**src/logic/slave_port_defines.vh**
```
// Constants for the register slave access port.
// Summary of operation
// - Latch address and direction at strobe release.
// - Chip select and strobe synchronized internally.
// - Ready mode: acknowledge within zero to four cycles.
// - Idle gives shortest latency, busy gives longest.
// - Missed strobe sample: acknowledge only after release.
// - Each strobe pulse is a separate cycle.
// - Ready low on edge, high on release.
// - Acknowledge rises immediately on strobe or select release.
// - Early select release times all releases except the size-ack float.
// - Port-size mode: acknowledge one to four cycles.
// - Master wait states lengthen acknowledge latency.
// - Held select: strobe ends and restarts cycles.
// - Held select: acknowledge once strobe sampled.
// - Both size acks low together, float later.
// - Read data launched from a clock edge.
// - Data bus floats after strobe release.
// - Write data captured on a clock edge.
// - Only strobe release floats size acks.
// - Acknowledge lasts only while strobe active.
`ifndef SLAVE_PORT_DEFINES_VH
`define SLAVE_PORT_DEFINES_VH
`define ADDR_W          6
`define DATA_W          16
`define SYNC_STAGES     2
`define IDLE_WAIT       3'h0
`define BUSY_WAIT_READY 3'h4
`define BUSY_WAIT_SIZE  3'h4
`define SIZE_MIN_WAIT   3'h1
`endif

```
**src/logic/async_sync.v**
```verilog
// Multi-stage synchronizer for one asynchronous active-low level.
`timescale 1ns/100ps
`include "slave_port_defines.vh"
module async_sync (
  input  wire ref_clk,
  input  wire rst_n,
  input  wire din_n,
  output wire dout_n
);
  reg [`SYNC_STAGES-1:0] stage;
  always @(negedge ref_clk or negedge rst_n) begin
    if (!rst_n) begin
      stage <= {`SYNC_STAGES{1'b1}};
    end else begin
      stage <= {stage[`SYNC_STAGES-2:0], din_n};
    end
  end
  assign dout_n = stage[`SYNC_STAGES-1];
endmodule

```
**src/logic/latency_timer.v**
```verilog
// Down counter that holds off the acknowledge for a set number of cycles.
`timescale 1ns/100ps
`include "slave_port_defines.vh"
module latency_timer (
  input  wire       ref_clk,
  input  wire       rst_n,
  input  wire       load,
  input  wire [2:0] load_value,
  input  wire       stall,
  output wire       done
);
  reg [2:0] count;
  always @(posedge ref_clk or negedge rst_n) begin
    if (!rst_n) begin
      count <= 3'h0;
    end else if (load) begin
      count <= load_value;
    end else if (!stall && count != 3'h0) begin
      count <= count - 3'h1;
    end
  end
  // A stall also holds back a zero count, so wait states always add latency.
  assign done = (count == 3'h0) && !load && !stall;
endmodule

```
**src/logic/register_slave_access.v**
```verilog
// Slave register access port: select, strobe, acknowledges and data bus.
`timescale 1ns/100ps
`include "slave_port_defines.vh"
module register_slave_access (
  input  wire               ref_clk,
  input  wire               rst_n,
  input  wire               bus_style_select,
  input  wire               chip_select_n,
  input  wire               slave_address_strobe_n,
  input  wire               slave_write_not_read,
  input  wire [`ADDR_W-1:0] reg_addr,
  input  wire [`DATA_W-1:0] data_in,
  output wire [`DATA_W-1:0] data_out,
  output wire               data_oe_n,
  input  wire               device_busy,
  input  wire               master_wait,
  output wire               slave_access_ack_n,
  output wire               ready_out_n,
  output wire               port_size_ack_n,
  output wire               port_size_ack_oe_n,
  output reg  [`ADDR_W-1:0] reg_index,
  output reg                slave_read_write,
  output reg                wr_strobe,
  output reg  [`DATA_W-1:0] wr_data,
  output reg                rd_strobe,
  input  wire [`DATA_W-1:0] rd_data
);
  // Slave cycle states.
  localparam ST_IDLE = 2'h0;
  localparam ST_WAIT = 2'h1;
  localparam ST_ACK  = 2'h2;
  localparam ST_DONE = 2'h3;

  wire cs_sync_n;
  wire sas_sync_n;
  wire timer_done;
  reg  [1:0] state;
  reg  [1:0] next_state;
  reg        ack_q;
  reg        size_float;
  reg        sas_prev_n;
  reg        missed;
  reg        cs_prev_n;
  reg  [`DATA_W-1:0] rd_q;
  reg        rd_drive;
  reg        load;
  reg  [2:0] load_value;

  async_sync u_cs_sync (
    .ref_clk (ref_clk),
    .rst_n   (rst_n),
    .din_n   (chip_select_n),
    .dout_n  (cs_sync_n)
  );

  async_sync u_sas_sync (
    .ref_clk (ref_clk),
    .rst_n   (rst_n),
    .din_n   (slave_address_strobe_n),
    .dout_n  (sas_sync_n)
  );

  latency_timer u_timer (
    .ref_clk    (ref_clk),
    .rst_n      (rst_n),
    .load       (load),
    .load_value (load_value),
    .stall      (master_wait),
    .done       (timer_done)
  );

  // Strobe is active low in ready mode and high in port-size mode.
  function strobe_on;
    input style;
    input sas_n;
    begin
      strobe_on = style ? sas_n : !sas_n;
    end
  endfunction

  // Acknowledge hold-off for the bus style and the activity of the device.
  // A busy device gets the long figure so that a register access never
  // races the work that is already under way.
  function [2:0] wait_cycles;
    input style;
    input busy;
    begin
      if (style) begin
        wait_cycles = busy ? `BUSY_WAIT_SIZE : `SIZE_MIN_WAIT;
      end else begin
        wait_cycles = busy ? `BUSY_WAIT_READY : `IDLE_WAIT;
      end
    end
  endfunction

  // The live terms use the raw pins, so releases do not wait for a clock.
  wire sas_live     = strobe_on(bus_style_select, slave_address_strobe_n);
  wire sas_seen     = strobe_on(bus_style_select, sas_sync_n);
  wire sas_was_seen = strobe_on(bus_style_select, sas_prev_n);
  wire access       = !cs_sync_n && sas_seen;
  wire live         = !chip_select_n && sas_live;
  // First cycle in which the synchronized select is seen active.
  wire cs_first     = cs_prev_n && !cs_sync_n;
  // One-cycle term for the edge that enters the acknowledge.
  wire take         = (state == ST_WAIT) && (next_state == ST_ACK);
  wire take_rd      = take && !slave_write_not_read;
  wire take_wr      = take && slave_write_not_read;

  always @* begin
    next_state = state;
    load       = 1'b0;
    load_value = `IDLE_WAIT;
    case (state)
      ST_IDLE: begin
        if (access && !missed) begin
          load = 1'b1;
          load_value = wait_cycles(bus_style_select, device_busy);
          next_state = ST_WAIT;
        end
      end
      ST_WAIT: begin
        if (!access) begin
          next_state = ST_DONE;
        end else if (timer_done) begin
          next_state = ST_ACK;
        end
      end
      ST_ACK: begin
        if (!access) begin
          next_state = ST_DONE;
        end
      end
      ST_DONE: begin
        if (!sas_seen) begin
          next_state = ST_IDLE;
        end
      end
      default: begin
        next_state = ST_IDLE;
      end
    endcase
  end

  // Synchronized strobe, one cycle back, for its release edge.
  always @(posedge ref_clk or negedge rst_n) begin
    if (!rst_n) begin
      sas_prev_n <= 1'b1;
    end else begin
      sas_prev_n <= sas_sync_n;
    end
  end

  // Synchronized select, one cycle back, for its first active cycle.
  // Only the second synchronizer stage is read here, never the first.
  always @(posedge ref_clk or negedge rst_n) begin
    if (!rst_n) begin
      cs_prev_n <= 1'b1;
    end else begin
      cs_prev_n <= cs_sync_n;
    end
  end

  // Slave cycle state.
  always @(posedge ref_clk or negedge rst_n) begin
    if (!rst_n) begin
      state <= ST_IDLE;
    end else begin
      state <= next_state;
    end
  end

  // late strobe held off
  // A select seen ahead of its strobe marks the access as missed. The mark
  // outranks a clear in the same cycle and holds until that strobe has been
  // seen and dropped again, or until the select goes away.
  always @(posedge ref_clk or negedge rst_n) begin
    if (!rst_n) begin
      missed <= 1'b0;
    end else if (state == ST_IDLE && cs_first && !sas_seen) begin
      missed <= 1'b1;
    end else if (cs_sync_n || (sas_was_seen && !sas_seen)) begin
      missed <= 1'b0;
    end
  end

  // ready on clock edge
  // Registered so that the acknowledge is launched from a clock edge; only
  // its release is combinational.
  always @(posedge ref_clk or negedge rst_n) begin
    if (!rst_n) begin
      ack_q <= 1'b0;
    end else begin
      ack_q <= (next_state == ST_ACK);
    end
  end

  // float only on strobe
  // A select release only drops the size acknowledge. The lines are floated
  // once the strobe release is seen, so another agent can take them over.
  always @(posedge ref_clk or negedge rst_n) begin
    if (!rst_n) begin
      size_float <= 1'b1;
    end else if (next_state == ST_ACK) begin
      size_float <= 1'b0;
    end else if (!sas_seen) begin
      size_float <= 1'b1;
    end
  end

  // select release also ends
  // The release is combinational on purpose: it must not wait for a clock.
  assign slave_access_ack_n = !(ack_q && live);
  assign ready_out_n = !(ack_q && live && !bus_style_select);
  assign port_size_ack_n = !(ack_q && live && bus_style_select);
  assign port_size_ack_oe_n = !(bus_style_select && !size_float);

  // latch on strobe release
  // The address is taken while the select is still seen, so a strobe that
  // ends together with the select still leaves its address behind.
  always @(posedge ref_clk or negedge rst_n) begin
    if (!rst_n) begin
      reg_index <= {`ADDR_W{1'b0}};
    end else if (access && !sas_live) begin
      reg_index <= reg_addr;
    end
  end

  always @(posedge ref_clk or negedge rst_n) begin
    if (!rst_n) begin
      slave_read_write <= 1'b0;
    end else if (access && !sas_live) begin
      slave_read_write <= slave_write_not_read;
    end
  end

  // Write pulse toward the register file.
  always @(posedge ref_clk or negedge rst_n) begin
    if (!rst_n) begin
      wr_strobe <= 1'b0;
    end else begin
      wr_strobe <= take_wr;
    end
  end

  // write data on edge
  // The host holds the word from the strobe to the acknowledge, so the edge
  // that enters the acknowledge always finds it settled.
  always @(posedge ref_clk or negedge rst_n) begin
    if (!rst_n) begin
      wr_data <= {`DATA_W{1'b0}};
    end else if (take_wr) begin
      wr_data <= data_in;
    end
  end

  // Read pulse toward the register file.
  always @(posedge ref_clk or negedge rst_n) begin
    if (!rst_n) begin
      rd_strobe <= 1'b0;
    end else begin
      rd_strobe <= take_rd;
    end
  end

  // read data from edge
  // The word is launched on the edge that enters the acknowledge, so it
  // already stands on the bus when the host first sees the acknowledge.
  always @(posedge ref_clk or negedge rst_n) begin
    if (!rst_n) begin
      rd_q <= {`DATA_W{1'b0}};
    end else if (take_rd) begin
      rd_q <= rd_data;
    end
  end

  // The read drive is held from the read edge until the access is no longer seen; a pin release ends the bus drive sooner.
  always @(posedge ref_clk or negedge rst_n) begin
    if (!rst_n) begin
      rd_drive <= 1'b0;
    end else if (take_rd) begin
      rd_drive <= 1'b1;
    end else if (!access) begin
      rd_drive <= 1'b0;
    end
  end

  assign data_out = rd_q;
  assign data_oe_n = !(rd_drive && live && !slave_write_not_read);
endmodule

```
**config.mk**
```make
export PLATFORM = sky130hd
export DESIGN_NAME = register_slave_access
export DESIGN_NICKNAME = d
export VERILOG_FILES = /design/src/logic/async_sync.v /design/src/logic/latency_timer.v /design/src/logic/register_slave_access.v
export VERILOG_INCLUDE_DIRS = /design/src /design/src/logic
export SDC_FILE = /design/constraint.sdc
export NUM_CORES = 1
export LEC_CHECK = 0
export BUFFER_PORTS_ARGS = -buffer_cell sky130_fd_sc_hd__buf_2
export CELL_PAD_IN_SITES_DETAIL_PLACEMENT = 0
export CELL_PAD_IN_SITES_GLOBAL_PLACEMENT = 1
export CORE_MARGIN = 4
export CORE_UTILIZATION = 34
export DETAILED_ROUTE_END_ITERATION = 12
export GPL_TIMING_DRIVEN = 0
export PLACE_DENSITY = 0.79
export SLEW_MARGIN = 30
export SYNTH_ARGS = -nofsm -noshare
export SYNTH_HDL_FRONTEND = slang
export SYNTH_SLANG_ARGS = --single-unit
```
**constraint.sdc**
```tcl
create_clock -name ref_clk -period 2.1 [get_ports ref_clk]
set_input_delay 0.21 -clock ref_clk [delete_from_list [all_inputs] [get_ports ref_clk]]
set_output_delay 0.21 -clock ref_clk [all_outputs]
set_load 0.005 [all_outputs]
```
==> reports/metrics.csv <==
stage;metric;value;unit
status;status;finished, violations left;
status;failing checks;negative setup slack;
synth;Post-synth EDFFs;0;
worst_setup_path;crit path max fanout;7;
timing;Clock Skews;0.0591;ns
placement;pre-CTS WS;-0.750;ns
power_and_ir_drop;Pwr Total;3.26;mW
timing;RSZ-0062 raised after global routing;yes;
timing;min setup slack post-route;-0.680;ns
drt;Vias;1633;
hold_path;Hold Crit Depth;2;
synth;predominant post-synthesis flop cell;dfrtp_1;
drt;DR iter-0 viols;25;
drt;DRC;0;
layout;layout cells sized above 1;67.4;%
layout;Sequential cell area;1410;µm²
synth;Yosys reg bits;56;
die;Core Area;6790;µm²
power_and_ir_drop;Seq pwr share;47.3;%
cts;Max H-tree Level;2;
worst_setup_path;length in cells of the worst reg-to-reg path;5;
placement;RD Place Congestion;0.732;
drt;drt pass-1 iters;4;
grt;pin count of the biggest net entering global routing;57;
power_and_ir_drop;combinational share of power;31.3;%
synth;Synth async-reset ratio;100;%
grt;vias in the first global route;1719;
timing;Slew HR;54.5;%
placement;I/O Buffers;91;
layout;Finished Layout Cells;372;
timing;Finish-stage setup viols;50;
drt;drt total wl;5320;µm
drt;antenna-violating nets left;0;
die;Die Height;91.5;µm
synth;Mean Syn Cell Area;14.7;µm²
power_and_ir_drop;Power Dens Cells;956;nW/µm²
synth;Synth Instances;161;
cts;Longest Clk Path Bufs;2;
synth;Yosys warnings;0;
placement;Final HPWL DP;3620;µm
die;die area;8370;µm²
placement;DP Area;2990;µm²
grt;initial antenna violation count;0;
timing;Worst-Margin Slew;0.683;ns
cts;Clock Latency Late Sink;0.35;ns
worst_setup_path;Crit Reg-Reg Endpoint;wr_data[12]$_DFFE_PN0P_;
timing;Max Slew Vio Count;0;
power_and_ir_drop;Sw Ratio;27.6;%
layout;fin nets;324;
layout;Final Cell Area;3410;µm²
cts;clock sinks;56;
cts;Num CTS Buffers;5;
worst_setup_path;R2R Path Start;u_sas_sync.stage[1]$_DFF_NN1_;
worst_setup_path;Setup Crit Path Kind;flop to flop;
cts;CTS tree;done;
layout;fill cell count;606;
worst_setup_path;Critical Path Start Type;flop;
cts;root buf cell;clkbuf_8;
power_and_ir_drop;leakage;1.76;nW
worst_setup_path;Worst setup EP type;flop;
power_and_ir_drop;Int Pwr;2.36;mW
hold_path;hold path startpoint;rd_data[4];
drt;Vias/cell;4.39;
synth;sequential area share after synthesis;59.5;%
worst_setup_path;setup slack, reg-to-reg;-0.68;ns
die;std cell rows;30;
die;Die Wd;91.5;µm
timing;Setup TNS Final;-28.47;ns
synth;Synthesized Nets;209;
worst_setup_path;Arr. time, crit path;2.97;ns
hold_path;hold path endpoint;data_out[4]$_DFFE_PN0P_;
layout;Area Growth Syn to Fin;43.7;%
grt;GRT Util Overall;12.4;%
grt;first-pass GRT wire length;8270;µm
job;Max Cap Violations;0;
hold_path;HP Class;input pin to flop;
grt;gr ovfl total;0;
cts;clock-pin slew on the worst setup and hold paths;0.10;ns
timing;final hold viol count;0;
die;starting density of the core;34.9;%
layout;multi-input logic area;1020;µm²
synth;Synth cell types;36;
drt;routed length per instance;14.3;µm
worst_setup_path;WP data required;2.29;ns
power_and_ir_drop;clock share of power;21.4;%
power_and_ir_drop;Max VDD drop;0.381;mV
power_and_ir_drop;P_sw;0.899;mW
synth;synthesized area;2370;µm²
layout;diode count;0;
die;Ports;92;
placement;placed cell count;348;
==> metrics by stage <==
stage	hold WS (ns)	util, %
global placement	0.346	44.0
global route	0.110	50.1
detailed placement	0.307	44.0
finish	0.131	50.1
floorplan	-0.0856	-
CTS	0.121	49.5
==> sequential cells by signal, summed over array words and instances (netlist names) <==
signal,flops
u_sas_sync.stage,2
wr_data,16
ack_q,1
state,2
slave_read_write,1
cs_prev_n,1
u_cs_sync.stage,2
missed,1
rd_drive,1
rd_strobe,1
u_timer.count,3
data_out,16
reg_index,6
sas_prev_n,1
wr_strobe,1
size_float,1
==> worst max-delay path: stages (launching register included) <==
cell       delay [ns]
dfstp_2          0.56
xor2_2           0.09
nor2_2           0.15
and3_4           0.30
clkbuf_16        0.18
mux2_4           0.29
==> worst max-delay path by stage <==
| stage | startpoint | to | slack (ns) | depth (start not counted) |
|---|---|---|---|---|
| after detailed placement | u_sas_sync.stage[1]$_DFF_NN1_ | wr_data[9]$_DFFE_PN0P_ | -0.75 | 6 |
| after floorplan | u_sas_sync.stage[1]$_DFF_NN1_ | wr_data[10]$_DFFE_PN0P_ | -0.61 | 6 |
| after global routing | u_sas_sync.stage[1]$_DFF_NN1_ | wr_data[12]$_DFFE_PN0P_ | -0.73 | 5 |
| after CTS | u_sas_sync.stage[1]$_DFF_NN1_ | wr_data[9]$_DFFE_PN0P_ | -0.68 | 6 |
| after global placement | u_sas_sync.stage[1]$_DFF_NN1_ | wr_data[13]$_DFFE_PN0P_ | -0.74 | 6 |
| final | u_sas_sync.stage[1]$_DFF_NN1_ | wr_data[12]$_DFFE_PN0P_ | -0.68 | 5 |
==> kinds of logic after synthesis <==
group | Yosys count | share of synthesized area, %
adder cells (fa/ha/maj) | 2 | 1.06
buffers and inverters | 11 | 3.91
AO/OA/AOI/OAI | 13 | 3.69
multiplexers | 41 | 22.3
flip-flops | 56 | 59.5
XOR/XNOR | 3 | 1.43
AND/OR/NAND/NOR | 35 | 8.18
==> area by class of cell <==
| type | instances | area share (%) |
|---|---|---|
| Buffer | 3 | 1.40 |
| Clock buffer | 5 | 2.02 |
| Timing Repair Buffer | 107 | 19.8 |
| Sequential cell | 56 | 41.4 |
| Tap cell | 96 | 3.53 |
| Clock inverter | 6 | 1.47 |
| Multi-Input combinational cell | 94 | 29.8 |
| Inverter | 5 | 0.551 |
==> repair_timing <==
item | in CTS | in global routing
buffers inserted | 13 | 0
pin swaps | 11 | 2
setup endpoints to repair | 50 | 50
gates cloned | 0 | 2
resized for setup | 30 | 5
hold endpoints to repair | 49 | 0
hold buffers | 1 | 0
==> Yosys cell counts (2+ instances only) <==
master | number | area (µm²)
ha_1 | 2 | 25.0
buf_12 | 2 | 40.0
a21oi_1 | 5 | 25.0
or2_2 | 4 | 25.0
inv_1 | 6 | 22.5
nand2b_1 | 4 | 25.0
mux2_4 | 18 | 270
buf_6 | 2 | 22.5
mux2_2 | 22 | 248
o21ai_0 | 2 | 10.0
nand2_1 | 6 | 22.5
dfrtp_1 | 49 | 1230
dfstp_2 | 7 | 184
nand3b_1 | 2 | 15.0
nor2_1 | 9 | 33.8
==> placed cells by master (no fill, tap or decap), types with 5 or more instances in the layout <==
cell type / synthesis / final
a21oi_1: 5 / 5
buf_12: 2 / 5
buf_2: 0 / 90
buf_4: 1 / 6
buf_6: 2 / 6
clkbuf_8: 0 / 5
dfrtp_1: 49 / 49
dfstp_2: 7 / 7
inv_1: 6 / 9
mux2_4: 18 / 36
nand2_1: 6 / 5
nor2_1: 9 / 6
==> power by group through the flow <==
| stage | Clock [mW] | Sequential (mW) | Combinational, mW |
|---|---|---|---|
| after global routing | 0.778 | 1.58 | 1.12 |
| after global placement | 0.0148 | 1.54 | 0.893 |
| after CTS | 0.730 | 1.54 | 1.03 |
| final | 0.698 | 1.54 | 1.02 |
| after floorplan | 0.0148 | 1.56 | 0.506 |
| after detailed placement | 0.0148 | 1.54 | 0.912 |
==> routing by layer <==
metal	share of wire, %	GRT usage, %	vias up
met5	0	0	-
met1	42	14.7	803
met4	0.60	3.39	0
met3	4.9	2.73	2
met2	52	22.4	46
li1	-	-	782
No activity file was read; power rests on OpenSTA's default activity.
